## src/verilog/ebm_regs.svh

```systemverilog
// constants of the external bus master: beat counts, depths, field positions
// Contract
// start an external cycle only with grant asserted and the busy line negated.
// keep bus request asserted while a cycle waits without a qualified grant.
// on a qualified grant assert busy first, then start the address phase.
// a new owner waits until the current owner negates the busy line.
// split a word access to a 16-bit port into two cycles, bus held.
// arbiter may park the bus by holding grant; single master ties grant low.
// never more than two addresses outstanding on the bus.
// start a write only when the pipe is, or would fall to, zero.
// start a read when the pipe is, or would fall to, zero or one.
// address type: first bit supervisor, second bit instruction.
// 32-bit port: four lane selects enable byte lanes zero to three in order.
// 16-bit port: lanes zero and one, then address bit 30, then operand size.
// each cycle is address then data phase, arbitration only when bus not held.
// a burst cycle moves four data words.
// one grant covers address and data buses together.
// drive a new address at address phase start and hold it throughout.
// at address phase start drive address, start, direction, lanes, type, kind, burst.
// every bus signal launched and sampled on the rising bus clock edge.
// while reset input is asserted the reset indication output is asserted.
// watchers of the reset indication reset their software-resettable parts.
// outside logic drives a level cancel-reservation input, one per processor.
// the arbiter has a separate grant and request for each master.
// transfer start is asserted for exactly one bus clock per access.
// address phase ends on address ack, address retry or error ack.
// data phase starts one clock after address phase, or after the earlier one.
// release busy after the last owned cycle unless a locked split remains.
`ifndef EBM_REGS_SVH
`define EBM_REGS_SVH

`define EBM_BURST_BEATS  3'h4
`define EBM_SINGLE_BEATS 3'h1
`define EBM_MAX_DEPTH    2'h2
`define EBM_AT_SUPER     1
`define EBM_AT_INSTR     0
`define EBM_LANE_ADDR30  2
`define EBM_LANE_SIZE    3
`define EBM_IDLE_PINS    7'h7F

`endif

```

## src/verilog/ebm_pkg.sv

```systemverilog
// types shared by the external bus master modules
package ebm_pkg;

	typedef enum logic [1:0] {
		EBM_SZ_BYTE = 2'h0,
		EBM_SZ_HALF = 2'h1,
		EBM_SZ_WORD = 2'h2
	} ebm_size_t;

	typedef enum {
		ST_IDLE,
		ST_REQ,
		ST_LEAD,
		ST_ADDR
	} ebm_state_t;

endpackage : ebm_pkg

```

## src/verilog/ebm_pipe_if.sv

```systemverilog
// carrier between the bus sequencer and the pipeline depth tracker
interface ebm_pipe_if;
	logic       tick;
	logic       ta;
	logic       bus_error_ack;
	logic       push;
	logic [2:0] push_beats;
	logic       retry;
	logic       done;
	logic       done_err;
	logic [1:0] depth;
	logic       can_read;
	logic       can_write;

	modport tracker (input tick, ta, bus_error_ack, push, push_beats, retry,
		output done, done_err, depth, can_read, can_write);
	modport ctrl (output tick, ta, bus_error_ack, push, push_beats, retry,
		input done, done_err, depth, can_read, can_write);
endinterface : ebm_pipe_if

```

## src/verilog/ebm_sync.sv

```systemverilog
// two-stage synchroniser for bus pins
module ebm_sync #(
	parameter int              W    = 7,
	parameter logic [W-1:0]    INIT = '1
) (
	input  wire logic         clk_in,
	input  wire logic         resetn_in,
	input  wire logic [W-1:0] d_in,
	output logic      [W-1:0] q_out
);
	logic [W-1:0] meta_reg;

	// first stage feeds only the second
	always_ff @(posedge clk_in) begin
		if (!resetn_in) begin
			meta_reg <= INIT;
			q_out    <= INIT;
		end else begin
			meta_reg <= d_in;
			q_out    <= meta_reg;
		end
	end
endmodule // ebm_sync

```

## src/verilog/ebm_pipe.sv

```systemverilog
// pipeline depth tracker: outstanding addresses and their data beats
`include "ebm_regs.svh"

module ebm_pipe
	import ebm_pkg::*;
(
	input  wire logic   clk_in,
	input  wire logic   resetn_in,
	ebm_pipe_if.tracker pif
);
	logic [1:0] depth_reg;
	logic [2:0] beats0_reg;
	logic [2:0] beats1_reg;
	logic       done_raw;
	logic       rm_head;
	logic [1:0] after;
	logic [2:0] beats0_next;
	logic [2:0] beats1_next;

	// head data phase ends on its last beat or on an error ack
	always_comb begin
		done_raw = pif.tick && (depth_reg != 2'h0) && (pif.bus_error_ack || (pif.ta && beats0_reg == 3'h1));
		rm_head  = done_raw && !(pif.retry && depth_reg == 2'h1);
		after    = 2'(depth_reg - 2'(rm_head) - 2'(pif.retry));
	end

	assign pif.done      = rm_head;
	assign pif.done_err  = pif.bus_error_ack;
	assign pif.depth     = depth_reg;
	assign pif.can_write = (after == 2'h0);
	assign pif.can_read  = (after <= 2'h1);

	always_comb begin
		beats0_next = beats0_reg;
		beats1_next = beats1_reg;
		if (pif.tick && pif.ta && !done_raw && depth_reg != 2'h0)
			beats0_next = 3'(beats0_reg - 3'h1);
		if (rm_head)
			beats0_next = beats1_reg;
		if (pif.push) begin
			if (after == 2'h0)
				beats0_next = pif.push_beats;
			else
				beats1_next = pif.push_beats;
		end
	end

	always_ff @(posedge clk_in) begin
		if (!resetn_in) begin
			depth_reg  <= 2'h0;
			beats0_reg <= 3'h0;
			beats1_reg <= 3'h0;
		end else begin
			depth_reg  <= 2'(after + 2'(pif.push));
			beats0_reg <= beats0_next;
			beats1_reg <= beats1_next;
		end
	end
endmodule // ebm_pipe

```

## src/verilog/ebm_master.sv

```systemverilog
// external bus master: arbitration, address phase launch and pipeline control
`include "ebm_regs.svh"

module ebm_master
	import ebm_pkg::*;
#(
	parameter int ADDR_W = 32,
	parameter int CK_W   = 4
) (
	input  wire logic              clk_in,
	input  wire logic              resetn_in,
	input  wire logic              req_valid_in,
	output logic                   req_ready_out,
	input  wire logic [ADDR_W-1:0] req_addr_in,
	input  wire logic              req_write_in,
	input  wire ebm_size_t         req_size_in,
	input  wire logic              req_port16_in,
	input  wire logic              req_super_in,
	input  wire logic              req_instr_in,
	input  wire logic              req_burst_in,
	input  wire logic [CK_W-1:0]   req_cycle_kind_in,
	output logic                   resp_valid_out,
	output logic                   resp_error_out,
	output logic                   reservation_none_out,
	output logic                   bus_clock_output_out,
	output logic                   reset_indication_n_out,
	output logic                   bus_request_n_out,
	input  wire logic              bus_grant_n_in,
	input  wire logic              bus_busy_line_n_in,
	output logic                   bus_busy_line_n_out,
	output logic                   bus_busy_line_oe_out,
	output logic [ADDR_W-3:0]      addr_out,
	output logic                   transfer_begin_n_out,
	output logic                   write_out,
	output logic [3:0]             lane_select_n_out,
	output logic [1:0]             address_space_type_out,
	output logic [CK_W-1:0]        cycle_kind_out,
	output logic                   burst_n_out,
	input  wire logic              addr_phase_ack_n_in,
	input  wire logic              addr_phase_retry_n_in,
	input  wire logic              bus_error_ack_n_in,
	input  wire logic              beat_acknowledge_n_in,
	input  wire logic              cancel_reservation_n_in
);

	// ****************************************
	// declarations
	// ****************************************
	ebm_state_t        st_reg;
	logic [6:0]        pin_sync;
	logic              tick;
	logic              grant;
	logic              others_busy;
	logic              addr_phase_ack;
	logic              retry;
	logic              bus_error_ack;
	logic              ta;
	logic              qualified;
	logic              allowed;
	logic              start;
	logic              addr_end;
	logic              own_reg;
	logic              pend_reg;
	logic              lock_reg;
	logic              half2_reg;
	logic [ADDR_W-1:0] cur_addr_reg;
	logic              cur_write_reg;
	ebm_size_t         cur_size_reg;
	logic              cur_port16_reg;
	logic              cur_super_reg;
	logic              cur_instr_reg;
	logic              cur_burst_reg;
	logic [CK_W-1:0]   cur_kind_reg;
	logic              accept;

	ebm_pipe_if pif ();

	// ****************************************
	// lane select encoding
	// ****************************************
	// index 0 is the lane of the most significant byte
	function automatic logic [3:0] ebm_lanes(input ebm_size_t sz, input logic [1:0] a,
		input logic p16, input logic h2);
		logic [3:0] en;
		en = 4'h0;
		if (p16) begin
			unique case (sz)
				EBM_SZ_WORD: en[1:0] = 2'h3;
				EBM_SZ_HALF: en[1:0] = 2'h3;
				default:     en[a[0]] = 1'b1;
			endcase
			en[`EBM_LANE_ADDR30] = (sz == EBM_SZ_WORD) ? h2 : a[1];
			en[`EBM_LANE_SIZE]   = (sz != EBM_SZ_WORD);
		end else begin
			unique case (sz)
				EBM_SZ_WORD: en = 4'hF;
				EBM_SZ_HALF: en = a[1] ? 4'hC : 4'h3;
				default:     en[a] = 1'b1;
			endcase
		end
		return en;
	endfunction

	// ****************************************
	// pins, bus clock and reset indication
	// ****************************************
	ebm_sync #(
		.W    (7),
		.INIT (`EBM_IDLE_PINS)
	) u_sync (
		.clk_in    (clk_in),
		.resetn_in (resetn_in),
		.d_in      ({bus_grant_n_in, bus_busy_line_n_in, addr_phase_ack_n_in, addr_phase_retry_n_in,
		             bus_error_ack_n_in, beat_acknowledge_n_in, cancel_reservation_n_in}),
		.q_out     (pin_sync)
	);

	assign grant       = !pin_sync[6];
	assign others_busy = !pin_sync[5];
	assign addr_phase_ack        = !pin_sync[4];
	assign retry       = !pin_sync[3];
	assign bus_error_ack         = !pin_sync[2];
	assign ta          = !pin_sync[1];

	// bus clock runs at half the core rate; the bus pins move on its rising edge
	assign tick = !bus_clock_output_out;

	always_ff @(posedge clk_in) begin
		if (!resetn_in)
			bus_clock_output_out <= 1'b0;
		else
			bus_clock_output_out <= !bus_clock_output_out;
	end

	always_ff @(posedge clk_in) begin
		if (!resetn_in)
			reset_indication_n_out <= 1'b0;
		else
			reset_indication_n_out <= 1'b1;
	end

	always_ff @(posedge clk_in) begin
		if (!resetn_in)
			reservation_none_out <= 1'b0;
		else
			reservation_none_out <= !pin_sync[0];
	end

	// ****************************************
	// pipeline tracker
	// ****************************************
	assign pif.tick       = tick;
	assign pif.ta         = ta;
	assign pif.bus_error_ack        = bus_error_ack;
	assign pif.push       = start;
	assign pif.push_beats = cur_burst_reg ? `EBM_BURST_BEATS : `EBM_SINGLE_BEATS;
	assign pif.retry      = addr_end && retry && !bus_error_ack;

	ebm_pipe u_pipe (
		.clk_in    (clk_in),
		.resetn_in (resetn_in),
		.pif       (pif)
	);

	// ****************************************
	// sequencing
	// ****************************************
	// our own busy drive would mask a stale grant, so qualify only while not owner
	assign qualified = grant && !others_busy;
	assign allowed   = cur_write_reg ? pif.can_write : pif.can_read;
	assign start     = tick && pend_reg && own_reg && allowed
		&& (st_reg == ST_IDLE || st_reg == ST_LEAD);
	assign addr_end  = tick && st_reg == ST_ADDR && (addr_phase_ack || retry || bus_error_ack);
	assign accept    = req_valid_in && req_ready_out;

	always_ff @(posedge clk_in) begin
		if (!resetn_in) begin
			st_reg <= ST_IDLE;
		end else if (tick) begin
			unique case (st_reg)
				ST_IDLE: begin
					if (start)
						st_reg <= ST_ADDR;
					else if (pend_reg && !own_reg)
						st_reg <= ST_REQ;
				end
				ST_REQ: begin
					if (qualified)
						st_reg <= ST_LEAD;
				end
				ST_LEAD: begin
					if (start)
						st_reg <= ST_ADDR;
				end
				ST_ADDR: begin
					if (addr_end)
						st_reg <= ST_IDLE;
				end
			endcase
		end
	end

	// one grant owns address and data buses together
	always_ff @(posedge clk_in) begin
		if (!resetn_in)
			own_reg <= 1'b0;
		else if (tick && st_reg == ST_REQ && qualified)
			own_reg <= 1'b1;
		else if (pif.retry)
			own_reg <= 1'b0;
		else if (tick && st_reg == ST_IDLE && !pend_reg && pif.depth == 2'h0 && !pif.done)
			own_reg <= 1'b0;
	end

	always_ff @(posedge clk_in) begin
		if (!resetn_in) begin
			bus_busy_line_n_out  <= 1'b1;
			bus_busy_line_oe_out <= 1'b0;
		end else if (tick) begin
			// taken at the grant tick so busy leads transfer start by a bus clock
			bus_busy_line_n_out  <= !(own_reg || (st_reg == ST_REQ && qualified));
			bus_busy_line_oe_out <= own_reg || (st_reg == ST_REQ && qualified);
		end
	end

	always_ff @(posedge clk_in) begin
		if (!resetn_in)
			bus_request_n_out <= 1'b1;
		else if (tick)
			bus_request_n_out <= !((st_reg == ST_IDLE && pend_reg && !own_reg)
				|| (st_reg == ST_REQ && !qualified));
	end

	// ****************************************
	// request capture and split word handling
	// ****************************************
	always_ff @(posedge clk_in) begin
		if (!resetn_in) begin
			pend_reg      <= 1'b0;
			req_ready_out <= 1'b1;
			lock_reg      <= 1'b0;
			half2_reg     <= 1'b0;
		end else if (accept) begin
			pend_reg      <= 1'b1;
			req_ready_out <= 1'b0;
			half2_reg     <= 1'b0;
			lock_reg      <= req_port16_in && req_size_in == EBM_SZ_WORD;
		end else if (addr_end && !bus_error_ack && !retry && addr_phase_ack && lock_reg && !half2_reg) begin
			half2_reg     <= 1'b1;
		end else if (addr_end && (bus_error_ack || (addr_phase_ack && !retry))) begin
			pend_reg      <= 1'b0;
			req_ready_out <= 1'b1;
			lock_reg      <= 1'b0;
		end
	end

	always_ff @(posedge clk_in) begin
		if (!resetn_in) begin
			cur_addr_reg   <= '0;
			cur_write_reg  <= 1'b0;
			cur_size_reg   <= EBM_SZ_WORD;
			cur_port16_reg <= 1'b0;
			cur_super_reg  <= 1'b0;
			cur_instr_reg  <= 1'b0;
			cur_burst_reg  <= 1'b0;
			cur_kind_reg   <= '0;
		end else if (accept) begin
			cur_addr_reg   <= req_addr_in;
			cur_write_reg  <= req_write_in;
			cur_size_reg   <= req_size_in;
			cur_port16_reg <= req_port16_in;
			cur_super_reg  <= req_super_in;
			cur_instr_reg  <= req_instr_in;
			cur_burst_reg  <= req_burst_in;
			cur_kind_reg   <= req_cycle_kind_in;
		end
	end

	// ****************************************
	// address phase launch
	// ****************************************
	// attributes stay until the next start so slaves may sample late
	always_ff @(posedge clk_in) begin
		if (!resetn_in) begin
			addr_out               <= '0;
			write_out              <= 1'b0;
			lane_select_n_out      <= 4'hF;
			address_space_type_out <= 2'h0;
			cycle_kind_out         <= '0;
			burst_n_out            <= 1'b1;
		end else if (start) begin
			addr_out               <= cur_addr_reg[ADDR_W-1:2];
			write_out              <= cur_write_reg;
			lane_select_n_out      <= ~ebm_lanes(cur_size_reg, cur_addr_reg[1:0], cur_port16_reg, half2_reg);
			address_space_type_out[`EBM_AT_SUPER] <= cur_super_reg;
			address_space_type_out[`EBM_AT_INSTR] <= cur_instr_reg;
			cycle_kind_out         <= cur_kind_reg;
			burst_n_out            <= !cur_burst_reg;
		end
	end

	always_ff @(posedge clk_in) begin
		if (!resetn_in)
			transfer_begin_n_out <= 1'b1;
		else if (start)
			transfer_begin_n_out <= 1'b0;
		else if (tick)
			transfer_begin_n_out <= 1'b1;
	end

	// ****************************************
	// completion to the user
	// ****************************************
	always_ff @(posedge clk_in) begin
		if (!resetn_in) begin
			resp_valid_out <= 1'b0;
			resp_error_out <= 1'b0;
		end else begin
			resp_valid_out <= pif.done || (addr_end && bus_error_ack && pif.depth == 2'h0);
			resp_error_out <= tick && pif.done_err;
		end
	end
endmodule // ebm_master

```

## config.mk

```make
export PLATFORM = sky130hd
export DESIGN_NAME = ebm_master
export DESIGN_NICKNAME = d
export VERILOG_FILES = /design/src/verilog/ebm_pkg.sv /design/src/verilog/ebm_pipe_if.sv /design/src/verilog/ebm_sync.sv /design/src/verilog/ebm_pipe.sv /design/src/verilog/ebm_master.sv
export VERILOG_INCLUDE_DIRS = /design/src /design/src/verilog
export SDC_FILE = /design/constraint.sdc
export NUM_CORES = 1
export LEC_CHECK = 0
export BUFFER_PORTS_ARGS = -buffer_cell sky130_fd_sc_hd__buf_2
export CORE_ASPECT_RATIO = 0.8
export CORE_MARGIN = 1
export CORE_UTILIZATION = 35
export CTS_BUF_LIST = sky130_fd_sc_hd__clkbuf_16
export CTS_CLUSTER_DIAMETER = 30
export DETAILED_ROUTE_END_ITERATION = 8
export GPL_TIMING_DRIVEN = 0
export PLACE_DENSITY = 0.61
export SYNTH_ARGS = -nofsm -noshare
export SYNTH_HDL_FRONTEND = slang
export SYNTH_SLANG_ARGS = --single-unit
```

## constraint.sdc

```tcl
create_clock -name clk_in -period 3.1 [get_ports clk_in]
set_clock_uncertainty 0.15 [all_clocks]
set_input_delay 0.465 -clock clk_in [delete_from_list [all_inputs] [get_ports clk_in]]
set_output_delay 0.465 -clock clk_in [all_outputs]
set_load 0.05 [all_outputs]
```

==> results.yml, run 1 <==
run_status:
  run_status: "finished, violations left"
  violations: "setup timing"
logic_synthesis:
  synth_top_cells_by_area: "sky130_fd_sc_hd__dfxtp_1 (51%), sky130_fd_sc_hd__nand2_1 (14%), sky130_fd_sc_hd__a21boi_0 (7.2%)"
  async_flop_share: 0
  synthesis.area_sq_mm: 0.00478
  syn-num-nets: 608
  avgSynthCellArea_sq_um: 8.78
  sequential_element_share_of_the_synthesized_area: 0.511
  ys_seq_elements: 122
  synth_unique_cells: 50
  synth_top_cell_by_area: "sky130_fd_sc_hd__dfxtp_1"
  yosys_warnings: 0
  synth_edf_count: 0
  post_synth_inst_count: 544
  netlist.area_leader.share: 0.511
  ys_dominant_reg_cell: "sky130_fd_sc_hd__dfxtp_1"
finish:
  count_of_filler_cells_inserted_in_the_layout: 1254
  num_antenna_cells: 0
  sequential_cell_area_sq_mm: 0.00244
  fin_util: 0.487
  multiInputGateArea_sq_mm: 0.00223
  final_cells: 865
  layout-drive-gt1-share: 0.251
  largest_register_ffs: 32
  post_layout_net_count: 742
  flow.area_growth_from_synthesis_pct: 33.5
  most_common_library_cell_in_the_layout_ignoring_fill_and_taps: "sky130_fd_sc_hd__nand2_1"
  layout_common_cells: "sky130_fd_sc_hd__nand2_1 (174), sky130_fd_sc_hd__dfxtp_1 (120), sky130_fd_sc_hd__buf_2 (104)"
worst_setup_path:
  crit_path_max_fanout: 4
  worst_setup_path_end_kind: "flop"
  setup.worst_path.start_class: "flop"
  worstSetupPathType: "flop to flop"
  worstPathArrival_ns: 3.28
  cp.required_ns: 3.25
job:
  max-cap-violations: 0
timing:
  final_worst_setup_slack_ns: -0.0227
  timing.max_slew.rel_slack: 0.620
  tightest_slew_ns: 0.570
  layout_worst_path_cycle_share: 1.01
  achievable-frequency_ghz: 0.320
  finalHoldViolCount: 0
  slew_viol_final: 0
  rsz_0062_raised_after_global_routing: "true"
  fin_crit_ns: 3.12
  setup_viol: 1
route:
  postRouteWirelength_mm: 12.5
  drt_iter0_markers: 182
  detail_route.first_pass.iterations: 5
  drt-wirelength-per-cell_um: 14.5
  drc_errors: 0
  detail_route.vias_per_cell: 4.79
  antenna_violating_nets_post_route: 0
  dr_total_vias: 4141
global_routing:
  grt_max_degree: 17
  grt_overflow: 0
  total_routing_resource_utilization_after_global_routing: 0.184
  vias_in_the_first_global_route: 3975
  grt_first_pass_wirelength_mm: 19.7
  grt_antenna_before_repair: 0
cts:
  cts_max_path_buffers: 2
  clk-insertion-delay-late_ns: 0.42
  tritoncts: "built"
  numClockSinks: 122
  holdBufCountCts: 0
  clkSlewWorstSetupHoldPaths_ns: 0.05
  cts_buffers: 17
  clockRootBuffer: "sky130_fd_sc_hd__clkbuf_16"
  clock_tree.htree_level_count: 4
power:
  pwr_density_mw_per_mm2: 616
  cellLeakagePower_nw: 2.65
  worst_ir_drop_vdd_mv: 0.367
die:
  dieWidth_um: 133
  fp.coreArea_sq_mm: 0.0131
  row_count: 37
  fp.dieArea_sq_mm: 0.0141
  die-height_um: 107
  start_util: 0.365
  boundaryPins: 105
place:
  dpl_hpwl_mm: 8.68
  routabilityCongestion: 0.832
  dp_cell_count: 823
  buffer_ports.inserted: 104
hold_path:
  hold_class: "primary input to flop"
[cells in the mapped netlist, drive strengths merged, types with 4 or more instances]
| cell type | n |
|---|---|
| nand2 | 174 |
| o21ai | 13 |
| mux2i | 4 |
| clkbuf | 27 |
| inv | 12 |
| a21boi | 84 |
| dfxtp | 122 |
| buf | 7 |
| or3 | 4 |
| a21oi | 5 |
| nor2 | 5 |
| nand2b | 20 |
| ha | 10 |
| nor2b | 9 |
[layout make-up]
| cell class | count | share of cell area |
|---|---|---|
| clock inverters | 14 | 0.0255 |
| multi-input cells | 376 | 0.349 |
| inverters | 12 | 0.00824 |
| well taps | 175 | 0.0343 |
| repair buffers | 118 | 0.105 |
| flip-flops and latches | 122 | 0.383 |
| clock buffers | 17 | 0.0667 |
| plain buffers | 31 | 0.0278 |
[critical path, cell delays in order, from the launching register on]
cell,delay (ns)
sky130_fd_sc_hd__dfxtp_1,0.30
sky130_fd_sc_hd__inv_2,0.08
sky130_fd_sc_hd__ha_4,0.13
sky130_fd_sc_hd__or3b_4,0.37
sky130_fd_sc_hd__a211o_4,0.34
sky130_fd_sc_hd__fa_2,0.44
sky130_fd_sc_hd__o2bb2ai_2,0.15
sky130_fd_sc_hd__or3_4,0.45
sky130_fd_sc_hd__inv_8,0.09
sky130_fd_sc_hd__buf_12,0.10
sky130_fd_sc_hd__ha_2,0.25
sky130_fd_sc_hd__and2_1,0.15
[layer usage]
metal  vias up  wire length, um  track usage
met5         -                0            0
met4         0              156       0.0764
met3        13              730       0.0668
met2       107             5710        0.283
met1      1947             5920        0.232
li1       2074                -            -
[report_power, final]
group	leakage (nW)	total [mW]	internal, mW	switching (mW)
Clock	0.299	1.98	1.31	0.663
Sequential	0.996	1.66	1.63	0.0340
Combinational	1.36	0.293	0.120	0.173
[worst paths after layout]
| path | startpoint | endpoint | slack, ns | depth (start not counted) |
|---|---|---|---|---|
| worst min register to register | u_sync.q_out[0] | reservation_none_out | 0.24 | 1 |
| worst min-delay path | resetn_in | reset_indication_n_out | 0.06 | 1 |
| worst max register to register | u_pipe.beats0_reg[1] | u_pipe.pif.depth[0] | -0.02 | 11 |
| worst max-delay path | u_pipe.beats0_reg[1] | u_pipe.pif.depth[0] | -0.02 | 11 |
[stage by stage]
stage	setup TNS (ns)	instance area, sq um	total power, mW	hold WS, ns	worst slack (ns)
6_report	-0.0227	6380	3.93	0.0613	-0.0227
3_3_place_gp	-9.92	5520	1.96	0.225	-0.379
5_1_grt	-0.793	6380	4.09	0.0443	-0.118
4_1_cts	-0.0511	6220	3.97	0.0420	-0.0198
2_1_floorplan	0	4780	1.87	0.217	0.0103
3_5_place_dp	-11.30	5520	1.97	0.235	-0.420
[logic make-up (layout without fill, tap and decap cells)]
group                      Yosys count  in the layout  synth area share
AOI/OAI and AO/OA                  122            122             0.185
xor gates and xnor gates             2              2           0.00367
adders and majority gates           11             11            0.0304
buffers and inverters               46            192            0.0393
DFF                                122            122             0.511
muxes                                5              5            0.0107
and+or+nand+nor                    236            236             0.219
[repair_timing]
item,CTS,global route
pin swaps,3,2
buffers inserted,7,6
setup endpoints to repair,51,52
resized for setup,16,27
cloned,0,1
Note: power is estimated with default switching activity, not from simulation.
==> inputs of run 2 (changes only) <==
- ABC_CLOCK_PERIOD_IN_PS: not set -> 3100
- SYNTH_HIERARCHICAL: not set -> 1
==> run 2 against run 1 <==
Synthesized cell count rose by 5.7%; combinational power increased by 74%; critical path depth is 8 higher; total power rose by 6.7%; count of clock-buffer cells in the layout stayed put; routed wire length increased by 4.7%; largest power group unchanged; global-route usage up 0.32 points; sequential power is 2% higher; the run still ends with setup timing left; synthesized area increased by 1.3%; first-iteration DRC count is 25% higher; via count grew 6.8%.
==> results.yml, run 2 <==
run_status:
  run_status: "finished, violations left"
  violations: "setup timing"
cts:
  clock_tree.htree_level_count: 4
  cts_max_path_buffers: 2
  cts_buffers: 17
  tritoncts: "built"
  clk-insertion-delay-late_ns: 0.41
  numClockSinks: 123
  clkSlewWorstSetupHoldPaths_ns: 0.05
  clockRootBuffer: "sky130_fd_sc_hd__clkbuf_16"
hold_path:
  hold_class: "primary input to flop"
  hold_path_startpoint: "cancel_reservation_n_in"
place:
  buffer_ports.inserted: 104
  routabilityCongestion: 0.837
  dpl_hpwl_mm: 9.11
  post_dp_cell_area_sq_mm: 0.00571
timing:
  achievable-frequency_ghz: 0.276
  layout_worst_path_cycle_share: 1.17
  final_worst_setup_slack_ns: -0.519
  rsz_0062_raised_after_global_routing: "true"
  slew_viol_final: 0
  worst_case_hold_slack_ns: 0.0825
  timing.max_slew.rel_slack: 0.588
  finalHoldViolCount: 0
  setup_viol: 53
  fin_crit_ns: 3.62
  tightest_slew_ns: 0.617
worst_setup_path:
  timing.critical_path.mode_cell: "sky130_fd_sc_hd__ha_4"
  crit_start: "st_reg[1]"
  worst_r2r_startpoint: "st_reg[1]"
  worstSetupPathType: "flop to flop"
  timing.critical_path.buf_inv: 2
  crit_path_max_fanout: 5
  cp_slowest_stage_delay_ns: 0.49
  cp_cell_sequence: "ha_4 > nand2b_4 > nor3_4 > nor2b_2 > o21ai_2 > nor2_4 > a21boi_4 > ha_4 > ha_4 > nor2_4 > xnor2_4 > nor2_2 > mux2i_2 > or4_4 > clkinv_8 > buf_12 > nand2_4 > o31a_1 > o31a_1"
  cpLargestDelayFamily: "simple AND/OR/NAND/NOR gates"
  cp.required_ns: 3.24
  setup.worst_path.start_class: "flop"
  slowest_stage: "sky130_fd_sc_hd__or4_4"
  worstPathArrival_ns: 3.76
  worst_setup_path_end_kind: "flop"
finish:
  layout_common_cells: "sky130_fd_sc_hd__nand2_1 (177), sky130_fd_sc_hd__dfxtp_1 (118), sky130_fd_sc_hd__buf_2 (104)"
  largest_register_ffs: 32
  post_layout_net_count: 789
  layout-drive-gt1-share: 0.307
  most_common_library_cell_in_the_layout_ignoring_fill_and_taps: "sky130_fd_sc_hd__nand2_1"
  num_antenna_cells: 0
  flow.area_growth_from_synthesis_pct: 38.2
  final_cell_area_sq_mm: 0.00669
job:
  max-cap-violations: 0
logic_synthesis:
  post_synth_inst_count: 575
  netlist.area_leader.share: 0.509
  syn-num-nets: 641
  synth_edf_count: 0
  avgSynthCellArea_sq_um: 8.42
  netlist_top_cells_count: "sky130_fd_sc_hd__nand2_1 (178), sky130_fd_sc_hd__dfxtp_1 (123), sky130_fd_sc_hd__a21oi_1 (84)"
  sequential_element_share_of_the_synthesized_area: 0.509
  synth_unique_cells: 58
  ys_seq_elements: 123
  synthesis.area_sq_mm: 0.00484
  yosys_warnings: 6
  ys_dominant_reg_cell: "sky130_fd_sc_hd__dfxtp_1"
  post-synth-top-count-cell: "sky130_fd_sc_hd__nand2_1"
  async_flop_share: 0
  synth_top_cell_by_area: "sky130_fd_sc_hd__dfxtp_1"
  synth_top_cells_by_area: "sky130_fd_sc_hd__dfxtp_1 (51%), sky130_fd_sc_hd__nand2_1 (14%), sky130_fd_sc_hd__a21oi_1 (8.7%)"
power:
  finalPower_mw: 4.19
  pwr_density_mw_per_mm2: 626
  cellLeakagePower_nw: 2.76
  worst_ir_drop_vdd_mv: 0.385
route:
  postRouteWirelength_mm: 13.1
  drt_iter0_markers: 228
  drt-wirelength-per-cell_um: 14.3
  detail_route.first_pass.iterations: 4
  dr_total_vias: 4424
  antenna_violating_nets_post_route: 0
  drc_errors: 0
  detail_route.vias_per_cell: 4.84
global_routing:
  total_routing_resource_utilization_after_global_routing: 0.187
  grt_first_pass_wirelength_mm: 20.5
  grt_max_degree: 17
  grt_overflow: 0
  vias_in_the_first_global_route: 4190
  grt_antenna_before_repair: 1
die:
  fp.coreArea_sq_mm: 0.0136
  die-height_um: 107
  boundaryPins: 105
  row_count: 38
  start_util: 0.357
  dieWidth_um: 133
  fp.dieArea_sq_mm: 0.0143
-- run 2: worst paths after layout --
check,endpoint,slack [ns],cells past startpoint
worst max-delay path,u_pipe/beats0_reg[0],-0.52,19
worst min-delay path,u_sync/meta_reg[0],0.08,2
worst max register to register,u_pipe/beats0_reg[0],-0.52,19
worst min register to register,reservation_none_out,0.24,1
-- run 2: logic make-up after synthesis --
kind of cell             Yosys count  share of synthesized area
AO/OA/AOI/OAI                    129                      0.160
AND/OR/NAND/NOR                  244                      0.222
other                              1                   0.000775
buffers and inverters             54                     0.0530
flip-flops                       123                      0.509
XOR/XNOR                           3                    0.00543
multiplexers                       8                     0.0168
adder cells (fa/ha/maj)           13                     0.0336
-- run 2: per-stage QoR --
stage                     instances   util  setup slack (ns)  setup TNS (ns)
after global placement          859  0.421             -1.04          -39.93
after floorplan                 575      -            -0.639          -22.38
final                           914  0.494            -0.519          -22.24
after CTS                       908  0.485            -0.427          -18.47
after global routing            914  0.494            -0.624          -28.83
after detailed placement        859  0.421             -1.04          -41.16
-- run 2: routing by layer --
| layer | global-route usage | up-vias | share of wire |
|---|---|---|---|
| met3 | 0.0572 | 25 | 0.056 |
| met5 | 0 | - | 0.00061 |
| met1 | 0.237 | 2091 | 0.46 |
| met2 | 0.294 | 99 | 0.46 |
| met4 | 0.0795 | 2 | 0.022 |
| li1 | - | 2207 | - |
-- run 2: what timing repair did --
action | in CTS | in global routing
pin swaps | 13 | 11
endpoints found under the setup margin | 53 | 53
cloned | 2 | 0
hold endpoints to repair | 0 | 0
hold buffers | 0 | 0
gates resized for setup | 36 | 19
setup buffers | 19 | 7
-- run 2: area by class of cell --
class | count | area (sq um)
repair buffers | 132 | 746
plain buffers | 30 | 204
inverters | 21 | 91.3
multi-input cells | 398 | 2360
clock inverters | 13 | 164
fillers | 1297 | 6860
clock buffers | 17 | 425
well taps | 180 | 225
flip-flops and latches | 123 | 2470
-- run 2: report_power, final --
group / switching, mW / internal (mW)
Sequential: 0.0469 / 1.65
Combinational: 0.304 / 0.206
Clock: 0.665 / 1.31
Total: 1.02 / 3.17
-- run 2: worst reg2reg max path: stages (launching register included) --
cell and delay [ns]:
sky130_fd_sc_hd__dfxtp_4 0.36, sky130_fd_sc_hd__ha_4 0.15, sky130_fd_sc_hd__nand2b_4 0.07, sky130_fd_sc_hd__nor3_4 0.27, sky130_fd_sc_hd__nor2b_2 0.08, sky130_fd_sc_hd__o21ai_2 0.22
sky130_fd_sc_hd__nor2_4 0.06, sky130_fd_sc_hd__a21boi_4 0.16, sky130_fd_sc_hd__ha_4 0.24, sky130_fd_sc_hd__ha_4 0.17, sky130_fd_sc_hd__nor2_4 0.17, sky130_fd_sc_hd__xnor2_4 0.11
sky130_fd_sc_hd__nor2_2 0.14, sky130_fd_sc_hd__mux2i_2 0.10, sky130_fd_sc_hd__or4_4 0.49, sky130_fd_sc_hd__clkinv_8 0.08, sky130_fd_sc_hd__buf_12 0.11, sky130_fd_sc_hd__nand2_4 0.06
sky130_fd_sc_hd__o31a_1 0.23, sky130_fd_sc_hd__o31a_1 0.10
